===== config.mk =====
export PLATFORM = sky130hd
export DESIGN_NAME = pfi_fault_irq_regs
export DESIGN_NICKNAME = d
export VERILOG_FILES = /design/src/hw/pfi_pkg.sv /design/src/hw/pfi_fault_irq_regs.sv
export SDC_FILE = /design/constraint.sdc
export NUM_CORES = 1
export LEC_CHECK = 0
export ABC_AREA = 1
export BUFFER_PORTS_ARGS = -buffer_cell sky130_fd_sc_hd__buf_2
export CAP_MARGIN = 25
export CORE_UTILIZATION = 51
export CTS_CLUSTER_SIZE = 28
export DETAILED_ROUTE_END_ITERATION = 8
export PLACE_DENSITY = 0.75
export SYNTH_ARGS = -nofsm -noshare
export SYNTH_HDL_FRONTEND = slang
export SYNTH_SLANG_ARGS = --single-unit

===== constraint.sdc =====
create_clock -name CLK_I -period 1.4 [get_ports CLK_I]
set_input_delay 0.21 -clock CLK_I [delete_from_list [all_inputs] [get_ports CLK_I]]
set_output_delay 0.21 -clock CLK_I [all_outputs]
set_load 0.03 [all_outputs]

===== src/hw/pfi_pkg.sv =====
package pfi_pkg;

    // register addresses on the serial control port
    localparam logic [7:0] STAT0_ADDR  = 8'h05;
    localparam logic [7:0] MASK0_ADDR  = 8'h06;
    localparam logic [7:0] SENSE0_ADDR = 8'h07;
    localparam logic [7:0] STAT1_ADDR  = 8'h08;
    localparam logic [7:0] MASK1_ADDR  = 8'h09;
    localparam logic [7:0] SENSE1_ADDR = 8'h0a;
    localparam logic [7:0] STAT3_ADDR  = 8'h0e;
    localparam logic [7:0] MASK3_ADDR  = 8'h0f;
    localparam logic [7:0] SENSE3_ADDR = 8'h10;

    // implemented flag, mask and sense bits per group
    localparam logic [7:0] REG0_BITS   = 8'h3f;
    localparam logic [7:0] SENSE0_BITS = 8'hbf;
    localparam logic [7:0] REG1_BITS   = 8'h1b;
    localparam logic [7:0] REG3_BITS   = 8'hc1;

    // edge kinds that set flags
    localparam logic [7:0] BOTH0_BITS  = 8'h3c;
    localparam logic [7:0] RISE0_BITS  = 8'h03;
    localparam logic [7:0] RISE3_BITS  = 8'h81;
    localparam logic [7:0] FALL3_BITS  = 8'h40;

    // field positions, group 0
    localparam int FUSE_SUPPLY_BIT = 7;
    localparam int TEMP_LSB        = 2;
    localparam int TEMP_WIDTH      = 4;
    localparam int UNDERVOLT_BIT   = 1;
    localparam int POWER_ON_BIT    = 0;

    // field positions, group 1
    localparam int BUCK3_BIT       = 4;
    localparam int BUCK2_BIT       = 3;
    localparam int BUCK1_HI_BIT    = 1;
    localparam int BUCK1_LO_BIT    = 0;

    // field positions, group 3
    localparam int FUSE_ERR_BIT    = 7;
    localparam int FUSE_RUN_BIT    = 6;
    localparam int BOOST_BIT       = 0;

    // values after reset
    localparam logic [7:0] STAT_RST  = 8'h00;
    localparam logic [7:0] MASK_RST  = 8'hff;
    localparam logic [7:0] RDATA_RST = 8'h00;
    localparam logic       IRQ_N_RST = 1'b1;

    typedef struct packed {
        logic [7:0] prev0;
        logic [7:0] prev1;
        logic [7:0] prev3;
        logic [7:0] stat0;
        logic [7:0] mask0;
        logic [7:0] stat1;
        logic [7:0] mask1;
        logic [7:0] stat3;
        logic [7:0] mask3;
        logic [7:0] rdata;
        logic       irq_n;
    } pfi_state_s;

endpackage : pfi_pkg


===== src/hw/pfi_fault_irq_regs.sv =====
`timescale 1ns/1ps

// How it works
// - sense register at 0x07 reads the live monitored conditions, not history
// - sense bit 7 reads 0 when fuse supply pin grounded, 1 when high
// - sense bits 5..2 read 1 above 130, 125, 120, 110 degree thresholds
// - sense bit 1 reads 1 while input supply is below about 2.7 V
// - sense bit 0 follows the power-on enable pin level
// - sense bits after reset equal the monitored inputs, not a constant
// - status flags are sticky; writing 1 clears, writing 0 leaves unchanged
// - buck-fault flag bit 4 sets when buck 3 enters current limit
// - buck-fault flag bit 3 sets when buck 2 enters current limit
// - buck-fault flag bits 1 and 0 both set when buck 1 limits
// - a flag whose mask bit is 0 reaches the interrupt pin; 1 blocks
// - buck-fault mask holds bits 4, 3, 1, 0 matching the flags
// - buck-fault sense bits 4, 3, 1, 0 read live overcurrent state
// - buck-fault sense bits after reset reflect regulator state, not constant
// - fuse error flag sets when error checking finds a fuse content error
// - fuse/boost flag bit 6 sets when automatic fuse programming completes
// - fuse/boost flag bit 0 sets when boost regulator enters current limit
// - thermal flags set on threshold crossing in either direction
// - fuse-run sense bit reads 1 while automatic fuse sequence runs
module pfi_fault_irq_regs
(
    // clock and reset
    input  wire logic       CLK_I,
    input  wire logic       RST_N_I,
    // monitored conditions
    input  wire logic       FUSE_SUPPLY_PIN_I,
    input  wire logic [3:0] TEMP_ABOVE_I,
    input  wire logic       INPUT_UNDERVOLT_I,
    input  wire logic       POWER_ON_PIN_I,
    input  wire logic       BUCK3_OVERCURRENT_I,
    input  wire logic       BUCK2_OVERCURRENT_I,
    input  wire logic       BUCK1_OVERCURRENT_I,
    input  wire logic       FUSE_ERROR_I,
    input  wire logic       FUSE_PROGRAM_RUNNING_I,
    input  wire logic       BOOST_OVERCURRENT_I,
    // register port from the serial control interface
    input  wire logic [7:0] REG_ADDR_I,
    input  wire logic       REG_WR_I,
    input  wire logic [7:0] REG_WDATA_I,
    input  wire logic       REG_RD_I,
    output logic      [7:0] REG_RDATA_O,
    // interrupt pin
    output logic            IRQ_OUT_N_O
);

    pfi_pkg::pfi_state_s state_r;
    pfi_pkg::pfi_state_s state_nxt;

    logic [7:0] sense0;
    logic [7:0] sense1;
    logic [7:0] sense3;
    logic [7:0] set0;
    logic [7:0] set1;
    logic [7:0] set3;
    logic       pending;
    logic       wr_stat0;
    logic       wr_stat1;
    logic       wr_stat3;
    logic       wr_mask0;
    logic       wr_mask1;
    logic       wr_mask3;
    logic [7:0] rd_value;

    // sticky flag update, set wins over clear
    function automatic logic [7:0] w1c_update
    (
        input logic [7:0] stat,
        input logic [7:0] set,
        input logic       wr_hit,
        input logic [7:0] wdata,
        input logic [7:0] bits
    );
        logic [7:0] clr;
        clr = wr_hit ? (wdata & bits) : 8'h00;
        return ((stat & ~clr) | set) & bits;
    endfunction : w1c_update

    // strobe qualified by one register address
    function automatic logic addr_hit
    (
        input logic       strobe,
        input logic [7:0] addr,
        input logic [7:0] target
    );
        return strobe && (addr == target);
    endfunction : addr_hit

    // bits that went from 0 to 1 since the last edge
    function automatic logic [7:0] rise_bits
    (
        input logic [7:0] now,
        input logic [7:0] prev,
        input logic [7:0] bits
    );
        return now & ~prev & bits;
    endfunction : rise_bits

    // bits that went from 1 to 0 since the last edge
    function automatic logic [7:0] fall_bits
    (
        input logic [7:0] now,
        input logic [7:0] prev,
        input logic [7:0] bits
    );
        return prev & ~now & bits;
    endfunction : fall_bits

    // bits that moved either way since the last edge
    function automatic logic [7:0] change_bits
    (
        input logic [7:0] now,
        input logic [7:0] prev,
        input logic [7:0] bits
    );
        return (now ^ prev) & bits;
    endfunction : change_bits

    // mask write, unimplemented bits stay 0
    function automatic logic [7:0] mask_update
    (
        input logic [7:0] mask,
        input logic       wr_hit,
        input logic [7:0] wdata,
        input logic [7:0] bits
    );
        return wr_hit ? (wdata & bits) : mask;
    endfunction : mask_update

    // any flag set and not masked
    function automatic logic any_unmasked
    (
        input logic [7:0] stat,
        input logic [7:0] mask
    );
        return |(stat & ~mask);
    endfunction : any_unmasked

    // any unmasked flag in the whole state
    function automatic logic irq_pending
    (
        input pfi_pkg::pfi_state_s st
    );
        return any_unmasked(st.stat0, st.mask0)
             | any_unmasked(st.stat1, st.mask1)
             | any_unmasked(st.stat3, st.mask3);
    endfunction : irq_pending

    // reset image, edge history seeded from the live inputs
    function automatic pfi_pkg::pfi_state_s reset_state
    (
        input logic [7:0] s0,
        input logic [7:0] s1,
        input logic [7:0] s3
    );
        pfi_pkg::pfi_state_s st;
        st.prev0 = s0;
        st.prev1 = s1;
        st.prev3 = s3;
        st.stat0 = pfi_pkg::STAT_RST;
        st.mask0 = pfi_pkg::MASK_RST & pfi_pkg::REG0_BITS;
        st.stat1 = pfi_pkg::STAT_RST;
        st.mask1 = pfi_pkg::MASK_RST & pfi_pkg::REG1_BITS;
        st.stat3 = pfi_pkg::STAT_RST;
        st.mask3 = pfi_pkg::MASK_RST & pfi_pkg::REG3_BITS;
        st.rdata = pfi_pkg::RDATA_RST;
        st.irq_n = pfi_pkg::IRQ_N_RST;
        return st;
    endfunction : reset_state

    // status write decode
    always_comb
    begin
        wr_stat0 = addr_hit(REG_WR_I, REG_ADDR_I, pfi_pkg::STAT0_ADDR);
        wr_stat1 = addr_hit(REG_WR_I, REG_ADDR_I, pfi_pkg::STAT1_ADDR);
        wr_stat3 = addr_hit(REG_WR_I, REG_ADDR_I, pfi_pkg::STAT3_ADDR);
    end

    // mask write decode
    always_comb
    begin
        wr_mask0 = addr_hit(REG_WR_I, REG_ADDR_I, pfi_pkg::MASK0_ADDR);
        wr_mask1 = addr_hit(REG_WR_I, REG_ADDR_I, pfi_pkg::MASK1_ADDR);
        wr_mask3 = addr_hit(REG_WR_I, REG_ADDR_I, pfi_pkg::MASK3_ADDR);
    end

    // read mux, sense registers read live
    always_comb
    begin
        case (REG_ADDR_I)
            pfi_pkg::STAT0_ADDR:  rd_value = state_r.stat0;
            pfi_pkg::MASK0_ADDR:  rd_value = state_r.mask0;
            pfi_pkg::SENSE0_ADDR: rd_value = sense0;
            pfi_pkg::STAT1_ADDR:  rd_value = state_r.stat1;
            pfi_pkg::MASK1_ADDR:  rd_value = state_r.mask1;
            pfi_pkg::SENSE1_ADDR: rd_value = sense1;
            pfi_pkg::STAT3_ADDR:  rd_value = state_r.stat3;
            pfi_pkg::MASK3_ADDR:  rd_value = state_r.mask3;
            pfi_pkg::SENSE3_ADDR: rd_value = sense3;
            default:              rd_value = 8'h00;
        endcase
    end

    // live sense vectors
    always_comb
    begin
        sense0 = 8'h00;
        sense0[pfi_pkg::FUSE_SUPPLY_BIT] = FUSE_SUPPLY_PIN_I;
        sense0[pfi_pkg::TEMP_LSB +: pfi_pkg::TEMP_WIDTH] = TEMP_ABOVE_I;
        sense0[pfi_pkg::UNDERVOLT_BIT] = INPUT_UNDERVOLT_I;
        sense0[pfi_pkg::POWER_ON_BIT] = POWER_ON_PIN_I;
    end

    // live sense, buck group
    always_comb
    begin
        sense1 = 8'h00;
        sense1[pfi_pkg::BUCK3_BIT] = BUCK3_OVERCURRENT_I;
        sense1[pfi_pkg::BUCK2_BIT] = BUCK2_OVERCURRENT_I;
        sense1[pfi_pkg::BUCK1_HI_BIT] = BUCK1_OVERCURRENT_I;
        sense1[pfi_pkg::BUCK1_LO_BIT] = BUCK1_OVERCURRENT_I;
    end

    // live sense, fuse and boost group
    always_comb
    begin
        sense3 = 8'h00;
        sense3[pfi_pkg::FUSE_ERR_BIT] = FUSE_ERROR_I;
        sense3[pfi_pkg::FUSE_RUN_BIT] = FUSE_PROGRAM_RUNNING_I;
        sense3[pfi_pkg::BOOST_BIT] = BOOST_OVERCURRENT_I;
    end

    // flag set conditions
    always_comb
    begin
        // thermal both edges, others rising
        set0 = change_bits(sense0, state_r.prev0, pfi_pkg::BOTH0_BITS)
             | rise_bits(sense0, state_r.prev0, pfi_pkg::RISE0_BITS);
    end

    // buck 1 drives both low positions
    always_comb
    begin
        set1 = rise_bits(sense1, state_r.prev1, pfi_pkg::REG1_BITS);
    end

    // error and boost on rise, done on end of run
    always_comb
    begin
        set3 = rise_bits(sense3, state_r.prev3, pfi_pkg::RISE3_BITS)
             | fall_bits(sense3, state_r.prev3, pfi_pkg::FALL3_BITS);
    end

    // next state
    always_comb
    begin
        state_nxt = state_r;
        // edge history follows the live inputs
        state_nxt.prev0 = sense0;
        state_nxt.prev1 = sense1;
        state_nxt.prev3 = sense3;

        state_nxt.stat0 = w1c_update(state_r.stat0, set0, wr_stat0,
                                     REG_WDATA_I, pfi_pkg::REG0_BITS);
        state_nxt.stat1 = w1c_update(state_r.stat1, set1, wr_stat1,
                                     REG_WDATA_I, pfi_pkg::REG1_BITS);
        state_nxt.stat3 = w1c_update(state_r.stat3, set3, wr_stat3,
                                     REG_WDATA_I, pfi_pkg::REG3_BITS);

        // mask writes
        state_nxt.mask0 = mask_update(state_r.mask0, wr_mask0,
                                      REG_WDATA_I, pfi_pkg::REG0_BITS);
        state_nxt.mask1 = mask_update(state_r.mask1, wr_mask1,
                                      REG_WDATA_I, pfi_pkg::REG1_BITS);
        state_nxt.mask3 = mask_update(state_r.mask3, wr_mask3,
                                      REG_WDATA_I, pfi_pkg::REG3_BITS);

        // read data holds until the next read
        if (REG_RD_I)
        begin
            state_nxt.rdata = rd_value;
        end

        // unmasked flags drive the pin low
        pending = irq_pending(state_nxt);
        state_nxt.irq_n = ~pending;

        // synchronous reset, history seeded from the inputs
        if (!RST_N_I)
        begin
            state_nxt = reset_state(sense0, sense1, sense3);
        end
    end

    always_ff @(posedge CLK_I)
    begin
        state_r <= state_nxt;
    end

    assign REG_RDATA_O = state_r.rdata;
    assign IRQ_OUT_N_O = state_r.irq_n;

endmodule : pfi_fault_irq_regs


==> metrics.cfg, run 1 <==
[min_path]
holdCritPathClass = primary input to register
holdPathStages = 1
hold_start = POWER_ON_PIN_I
whs_endpoint = state_r[73]$_DFF_P_

[global_routing]
grt_pass1_vias = 2767
antenna_found_initial = 0
grt_max_degree = 26
overflow = 0
grt_pass1_wl_um = 12500
grt_use_total = 0.276

[synth]
yosysUniqueCellTypes = 30
synth_top_cell_area_share = 0.409
ys_top_cells_by_area = dfxtp_1 (41%), nand2_1 (17%), inv_1 (7.3%), nand3_1 (6.0%), a21oi_1 (3.4%)
yosysWarnings = 0
synth_nets = 439
synth_cells = 406
yosysSeqAreaShare = 0.409
synth_area_sq_mm = 0.00284
yosysTopAreaCell = dfxtp_1
avgSynthCellArea_sq_um = 6.99
ys_ff_latch = 58

[timing]
fin_crit_ns = 1.34
drv_slew = 0
max_slew_margin = 0.785
worst_pin_slew_ns = 0.319
final-hold-violation-count = 0
max_freq_ghz = 0.748
setup_viol = 0
finClkSkew_ns = 0.00872
fin_crit_sh = 0.955
rsz0062_at_grt = false

[critical_path]
path_class = primary input to register
rrSetupSlack_ns = 0.28
cp.required_ns = 1.63
reg2reg_to = IRQ_OUT_N_O$_SDFF_PN1_
critPathArrivalTime_ns = 1.56
startpoint_type = primary input
critPathMaxFanout = 2
end_kind = register
r2r_start = state_r[42]$_SDFF_PN1_
r2r_cells = 6

[clock_tree]
clk_latency_ns = 0.34
cts-htree-levels = 3
cts_tree = done
clockRootBuffer = clkbuf_8
cts_made_buffers = 9
clock-sinks = 58
cts_buffer_depth = 2
path_clk_slew_ns = 0.06

[die]
pin_count = 42
initial_core_util = 0.542
placementRows = 26
die_h_um = 76.6
core_sq_mm = 0.00524
fp.dieW_um = 76.6
fp.dieArea_sq_mm = 0.00586

[job]
cap_viol_max_count = 0

[layout]
num-nets-final = 526
area_growth_syn_to_layout_pct = 29.2
insertedDiodeCount = 0
layout.cells.non_filler = 568
final_util = 0.700
n_fill_cell = 454
layout-drive-gt1-share = 0.301

[outcome]
status = complete, no violations

[detailed_routing]
drt_iter0_drc = 239
via_count = 2849
first_pass_iters = 4
via_per_inst = 5.02
final_antenna_net_count = 0
drc = 0
wl_um = 7550
avgRoutedWirePerCell_um = 13.3

[placement]
dp_hpwl_um = 5560
gp_congestion = 0.932
io_buffers = 41
placed_cells = 546

[power_and_ir_drop]
p_leak_uw = 0.00190
power_density_mw_per_mm2 = 991
ir_worst_vdd_mv = 0.648

synthesized netlist by cell type:
master and number:
nand4_1 4, xnor2_1 4, a211oi_1 1, or2_2 2, nor2_4 4, clkbuf_1 5, buf_6 3, nand3_1 34
inv_1 55, a21oi_1 19, inv_2 6, nor2_2 9, o21ai_1 9, nand3_2 6, nand3_4 1, o21ai_0 11
o221ai_1 1, a22o_1 1, o22ai_1 3, o21ai_2 4, buf_4 9, buf_2 2, nand2_2 9, and3_1 1
nor2_1 15, dfxtp_1 58, nand3b_1 2, nand2_1 125, nor3_1 2, o211ai_1 1
worst max path at each step:
| stage | start | to |
|---|---|---|
| after detailed placement | REG_ADDR_I[0] | IRQ_OUT_N_O$_SDFF_PN1_ |
| after floorplan | REG_ADDR_I[7] | IRQ_OUT_N_O$_SDFF_PN1_ |
| final | FUSE_ERROR_I | IRQ_OUT_N_O$_SDFF_PN1_ |
| after global placement | REG_ADDR_I[0] | IRQ_OUT_N_O$_SDFF_PN1_ |
| after CTS | FUSE_ERROR_I | IRQ_OUT_N_O$_SDFF_PN1_ |
| after global routing | REG_ADDR_I[7] | REG_RDATA_O[4]$_SDFFE_PN0P_ |
power breakdown:
group,switching (uW),internal (uW)
Sequential,24.5,1700
Combinational,208,151
Clock,629,918
Total,861,2770
sequential cells by signal, indices dropped and copies added, names as in the netlist:
register	flops
IRQ_OUT_N_O	1
REG_RDATA_O	8
state_r	49
what timing repair did:
item / CTS / global route
hold buffers: 4 / 1
hold endpoints to repair: 4 / 1
resized for setup: 0 / 9
setup buffers: 0 / 2
endpoints found under the setup margin: 0 / 4
critical path, stage by stage:
cell and delay, ns:
dlygate4sd3_1 0.52, buf_2 0.11, inv_1 0.05, or2_4 0.23, nand2_2 0.07, nand2_1 0.05, nand2_1 0.08, inv_2 0.03
nand2_1 0.07, nor2_2 0.04, nand2_1 0.06, nand2_1 0.04
per-stage QoR:
stage	worst slack (ns)	total power (uW)	hold WS [ns]	cell area [sq um]	setup TNS [ns]
final	0.0635	3630	0.0125	3660	0
after global routing	0.00316	3770	0.00587	3660	0
after CTS	0.0438	3640	0.00168	3620	0
after detailed placement	-0.298	2090	0.327	3380	-1.53
after global placement	-0.307	2090	0.327	3380	-1.56
after floorplan	0.0713	1920	0.238	2840	0
layout make-up:
class / count / area [sq um] / share of cell area
clock buffers: 14 / 163 / 0.0444
clock inverters: 2 / 35.0 / 0.00956
inverters: 61 / 229 / 0.0625
multi-input cells: 268 / 1340 / 0.365
flip-flops and latches: 58 / 1160 / 0.317
well taps: 70 / 87.6 / 0.0239
repair buffers: 95 / 651 / 0.178
cell usage in the layout (no fill, tap or decap), types with 11 or more instances in the layout:
| cell type | n |
|---|---|
| nand3_1 | 33 |
| inv_1 | 54 |
| a21oi_1 | 19 |
| nand2_1 | 122 |
| nand2_2 | 12 |
| buf_4 | 48 |
| clkbuf_8 | 11 |
| buf_2 | 40 |
| dfxtp_1 | 58 |
| nor2_1 | 14 |
layer usage:
metal / GRT usage / wire length (um)
met1: 0.332 / 3240
met2: 0.437 / 3530
met3: 0.0766 / 447
met4: 0.167 / 327
met5: 0 / 0
cell families after synthesis:
group,share of synthesized area
flops,0.409
xor+xnor,0.0123
simple gates,0.352
buf+inv,0.127
compound gates,0.0993
Power figures use the tool's default switching activity.
==> run 2: changes to the inputs <==
CORE_UTILIZATION = 38   (was 51)
PLACE_DENSITY = unset   (was 0.75)
==> run 2 against run 1 <==
Flip-flop and latch count stayed put; die area up 33%; clock-buffer cell count decreased by 2; non-clock buffer count rose by 10; sequential share of layout area fell by 1.3 points; clock power up 15%; global-route usage shrank 6.6 points; maximum frequency rose by 1.1%; register-to-register slack gained 0.04 ns; critical path type unchanged; critical endpoint unchanged.
==> metrics.cfg, run 2 (same netlist as run 1, synthesis figures left out) <==
[die]
fp.dieW_um = 88.4  ; +15%
fp.dieArea_sq_mm = 0.00781  ; +33%
placementRows = 31  ; +19%
die_h_um = 88.4  ; +15%
core_sq_mm = 0.00721  ; +38%
pin_count = 42  ; unchanged
initial_core_util = 0.393  ; -0.148

[placement]
pre_cts_ws_ns = -0.353  ; -0.0550 ns
io_buffers = 41  ; unchanged
gp_congestion = 0.831  ; -11%
dp_hpwl_um = 5840  ; +5.0%

[power_and_ir_drop]
power_density_mw_per_mm2 = 1020  ; +2.6%
p_leak_uw = 0.00197  ; +3.5%
ir_worst_vdd_mv = 0.578  ; -11%

[timing]
setup_viol = 0  ; unchanged
max_freq_ghz = 0.756  ; +1.1%
fin_crit_sh = 0.944  ; -0.0103
final-hold-violation-count = 0  ; unchanged
finClkSkew_ns = 0.00789  ; -0.000831 ns
max_slew_margin = 0.813  ; +0.0282
rsz0062_at_grt = true
whs_ns = 0.0161  ; +0.00365 ns
worst_pin_slew_ns = 0.280  ; -0.0390 ns
fin_ws_ns = 0.0780  ; +0.0145 ns
fin_crit_ns = 1.32  ; -0.0145 ns
drv_slew = 0  ; unchanged

[detailed_routing]
avgRoutedWirePerCell_um = 12.6  ; -5.3%
first_pass_iters = 4  ; unchanged
final_antenna_net_count = 0  ; unchanged
drc = 0  ; unchanged
drt_iter0_drc = 131  ; -45%
wl_um = 7640  ; +1.2%
via_per_inst = 4.66  ; -7.0%
via_count = 2830  ; -0.67%

[global_routing]
grt_max_degree = 26  ; unchanged
grt_use_total = 0.210  ; -0.0658
antenna_found_initial = 0  ; unchanged
overflow = 0  ; unchanged
grt_pass1_vias = 2628  ; -5.0%
grt_pass1_wl_um = 12300  ; -1.8%

[layout]
num-nets-final = 536  ; +1.9%
largest_register_ff_count = 49  ; unchanged
final_cell_mix = nand2_1 (123), dfxtp_1 (58), inv_1 (55), buf_4 (55), buf_2 (41)
insertedDiodeCount = 0  ; unchanged
area_growth_syn_to_layout_pct = 34.7
final_common_cell = nand2_1
layout-drive-gt1-share = 0.313  ; +0.0118
top_register = state_r

[outcome]
status = complete, no violations

[critical_path]
cp.required_ns = 1.63  ; about the same
startpoint_type = primary input
r2r_start = state_r[64]$_DFF_P_
end_kind = register
max_stage_delay_ns = 0.53  ; about the same
crit_path_start = INPUT_UNDERVOLT_I
crit_path_frequent_cell = nand2_1
path_cells = dlygate4sd3_1 -> buf_2 -> inv_1 -> or2_2 -> nand2_1 -> nand2_1 -> nand3_2 -> nor2_2 -> nand2_1 -> nand2_1
crit_path_top_delay_cell = dlygate4sd3_1
critPathArrivalTime_ns = 1.55  ; about the same
cp_top_family = buffers and inverters
path_class = primary input to register
path_buf_inv = 3  ; -1
critPathMaxFanout = 2  ; unchanged

[clock_tree]
cts_tree = done
cts_buffer_depth = 2  ; unchanged
clockRootBuffer = clkbuf_8
path_clk_slew_ns = 0.07  ; about the same
clk_latency_ns = 0.34  ; about the same
cts_made_buffers = 9  ; unchanged
clock-sinks = 58  ; unchanged
cts-htree-levels = 3  ; unchanged

[min_path]
hold_start = TEMP_ABOVE_I[3]
holdCritPathClass = primary input to register

[job]
cap_viol_max_count = 0  ; unchanged

==> run 2: final cells by class <==
type,count,area [sq um]
Sequential cell,58,1160
Inverter,61,229
Multi-Input combinational cell,268,1350
Clock buffer,12,155
Tap cell,99,124
Fill cell,730,3390
Timing Repair Buffer,105,729
Clock inverter,4,73.8
==> run 2: path summary, 6_finish.rpt <==
kind	cells past startpoint	slack, ns	to
setup / recovery	10	0.08	IRQ_OUT_N_O$_SDFF_PN1_
hold reg to reg	2	0.46	state_r[11]$_SDFF_PN0_
hold / removal	1	0.02	state_r[78]$_DFF_P_
setup reg to reg	9	0.32	IRQ_OUT_N_O$_SDFF_PN1_
==> run 2: stage by stage <==
stage / instances / power [uW] / util / TNS (ns) / instance area, sq um
3_5_place_dp: 583 / 2110 / 0.482 / -2.25 / 3480
6_report: 607 / 3880 / 0.530 / 0 / 3820
4_1_cts: 603 / 3900 / 0.520 / 0 / 3750
3_3_place_gp: 583 / 2110 / 0.482 / -2.05 / 3480
5_1_grt: 607 / 4020 / 0.530 / -0.0131 / 3820
2_1_floorplan: 406 / 1920 / - / 0 / 2840
==> run 2: worst register-to-register path: stages (launching register included) <==
cell     delay, ns
dfxtp_1       0.30
or2_4         0.24
nand2_2       0.06
nand2_1       0.05
nand2_1       0.10
inv_2         0.03
nand2_1       0.07
nor2_2        0.03
nand2_1       0.05
nand2_1       0.04
==> run 2: per-layer routing <==
layer,up-vias,GRT usage,wire (um)
met5,-,0,0
met4,0,0.0587,68
met3,8,0.0522,434
met2,71,0.349,3580
met1,1291,0.271,3550
li1,1460,-,-
==> run 2: timing repair <==
| item | in CTS | in global routing |
|---|---|---|
| resized for setup | 1 | 8 |
| buffers inserted | 0 | 2 |
| hold buffers | 4 | 2 |
| endpoints found under the setup margin | 1 | 5 |
| pin swaps | 0 | 5 |
| endpoints found under the hold margin | 4 | 2 |
==> run 2: where the power goes <==
group	total, uW	switching (uW)	internal, uW
Clock	1790	690	1100
Combinational	371	205	166
Sequential	1720	22.8	1700
==> run 3: changes to the inputs <==
CORE_ASPECT_RATIO = 1.4   (was unset)
CORE_MARGIN = 5   (was unset)
CORE_UTILIZATION = 51   (was 38)
PLACE_DENSITY = 0.75   (was unset)
==> run 3 against run 2 <==
Final area is 1.5% lower; first-iteration DRC count increased by 53%; sequential power is essentially flat; flip-flop and latch count unchanged; combinational power up 2%; clock skew grew 0.00057 ns; highest routed layer unchanged.
==> metrics.cfg, run 3 (same netlist as run 1, synthesis figures left out) <==
[outcome]
status = complete, no violations

[placement]
io_buffers = 41  ; unchanged
dp_hpwl_um = 6240  ; +6.9%
gp_congestion = 1.05  ; +27%
place_area_sq_mm = 0.00343  ; -1.5%

[detailed_routing]
wl_um = 8160  ; +6.9%
via_count = 2890  ; +2.1%
avgRoutedWirePerCell_um = 14.2  ; +13%
via_per_inst = 5.03  ; +8.0%
drc = 0  ; unchanged
first_pass_iters = 4  ; unchanged
drt_iter0_drc = 200  ; +53%
final_antenna_net_count = 0  ; unchanged

[layout]
largest_register_ff_count = 49  ; unchanged
num-nets-final = 534  ; -0.37%
layout-drive-gt1-share = 0.314  ; +0.00124
area_growth_syn_to_layout_pct = 32.7
final_cell_mix = nand2_1 (121), dfxtp_1 (58), inv_1 (54)
insertedDiodeCount = 0  ; unchanged
top_register = state_r
fin_area_sq_mm = 0.00376  ; -1.5%
final_util = 0.691  ; +0.162
final_common_cell = nand2_1

[timing]
tns_ns = 0  ; unchanged
worst_pin_slew_ns = 0.298  ; +0.0173 ns
fin_crit_sh = 0.958  ; +0.0134
drv_slew = 0  ; unchanged
rsz0062_at_grt = true
final-hold-violation-count = 0  ; unchanged
fin_crit_ns = 1.34  ; +0.0187 ns
max_freq_ghz = 0.746  ; -1.4%
setup_viol = 0  ; unchanged
max_slew_margin = 0.801  ; -0.0118
finClkSkew_ns = 0.00846  ; +0.000569 ns

[min_path]
holdCritPathClass = primary input to register
hold_start = TEMP_ABOVE_I[0]

[clock_tree]
cts_made_buffers = 9  ; unchanged
cts-htree-levels = 3  ; unchanged
clock-sinks = 58  ; unchanged
post_cts_buffers = 0  ; unchanged
cts_buffer_depth = 2  ; unchanged
clockRootBuffer = clkbuf_8
cts_tree = done
path_clk_slew_ns = 0.07  ; about the same
clk_latency_ns = 0.35  ; about the same

[global_routing]
grt_use_total = 0.241  ; +0.0305
grt_pass1_vias = 2953  ; +12%
grt_pass1_wl_um = 13200  ; +7.5%
antenna_found_initial = 0  ; unchanged
overflow = 0  ; unchanged
grt_max_degree = 22  ; -15%

[critical_path]
end_kind = register
max_stage_delay_ns = 0.53  ; about the same
crit_path_frequent_cell = nand2_2
path_cells = dlygate4sd3_1 -> buf_2 -> inv_1 -> or2_4 -> nand2_2 -> nand2_2 -> nand2_2 -> inv_2 -> nand2_2 -> nor2_2 -> nand2_1 -> nand2_1
startpoint_type = primary input
critPathArrivalTime_ns = 1.58  ; +0.03 ns
crit_path_start = FUSE_ERROR_I
crit_path_top_delay_cell = dlygate4sd3_1
r2r_start = state_r[64]$_DFF_P_
critPathMaxFanout = 2  ; unchanged
path_buf_inv = 4  ; +1
path_class = primary input to register
cp.required_ns = 1.64  ; about the same
cp_top_family = buffers and inverters

[die]
fp.dieArea_sq_mm = 0.00717  ; -8.2%
placementRows = 32  ; +3.2%
pin_count = 42  ; unchanged
initial_core_util = 0.521  ; +0.128
fp.dieW_um = 73.0  ; -17%
core_sq_mm = 0.00545  ; -25%
die_h_um = 98.2  ; +11%

[power_and_ir_drop]
power_density_mw_per_mm2 = 1030  ; +0.95%
p_sw_uw = 897  ; -2.3%
pwr-share-seq = 0.446  ; +0.003
ir_worst_vdd_mv = 0.792  ; +37%
p_leak_uw = 0.00194  ; -1.4%
p_sw_frac = 0.232  ; -0.00418
power_uw = 3860  ; -0.53%
internal_power_uw = 2970  ; about the same
clock_power_share = 0.456  ; -0.005
p_comb_frac = 0.098  ; +0.002

[job]
cap_viol_max_count = 0  ; unchanged

-- run 3: changes by cell type in the layout (fill, tap and decap cells not counted), sizes merged --
cell	before	now
buf	99	95
dlygate4sd3	6	8
-- run 3: cell type report --
cell class,count,area (sq um)
clock buffers,12,155
clock inverters,4,73.8
fillers,517,1680
inverters,61,229
multi-input cells,268,1350
flip-flops and latches,58,1160
well taps,68,85.1
repair buffers,103,716
-- run 3: metal layers --
metal  part of all wire  GRT usage  vias to the layer above
met4              0.039      0.121                        0
met2               0.51      0.415                       86
met5                  0          0                        -
met1               0.39      0.265                     1317
li1                   -          -                     1463
met3              0.062     0.0618                       24
-- run 3: final timing paths --
check             slack [ns]  cells past startpoint                     end
setup / recovery        0.06                     12  IRQ_OUT_N_O$_SDFF_PN1_
hold reg to reg         0.46                      2  state_r[10]$_SDFF_PN0_
setup reg to reg        0.28                      9  IRQ_OUT_N_O$_SDFF_PN1_
hold / removal         0.006                      1     state_r[75]$_DFF_P_
-- run 3: power by group through the flow --
| stage | clock network [uW] | registers (uW) | logic (uW) |
|---|---|---|---|
| final | 1760 | 1720 | 378 |
| after detailed placement | 0 | 1760 | 352 |
| after CTS | 1790 | 1720 | 369 |
| after global placement | 0 | 1760 | 346 |
| after global routing | 1860 | 1730 | 415 |
| after floorplan | 0 | 1750 | 167 |
-- run 3: through the flow --
| stage | setup slack, ns | instances | hold slack, ns |
|---|---|---|---|
| finish | 0.0593 | 574 | 0.00606 |
| global route | -0.0260 | 574 | 0.00232 |
| CTS | 0.0286 | 573 | 0.00124 |
| detailed placement | -0.277 | 550 | 0.327 |
| global placement | -0.229 | 550 | 0.326 |
| floorplan | 0.0713 | 406 | 0.238 |
-- run 3: what timing repair did --
action                                  CTS  global route
gates resized for setup                   0            11
endpoints found under the setup margin    0             3
endpoints found under the hold margin     7             1
hold buffers                              7             1
-- run 3: worst register-to-register path: stages (launching register included) --
cell     delay (ns)
dfxtp_1        0.30
or2_4          0.25
nand2_2        0.07
nand2_2        0.06
nand2_2        0.08
inv_2          0.04
nand2_2        0.07
nor2_2         0.04
nand2_1        0.06
nand2_1        0.04
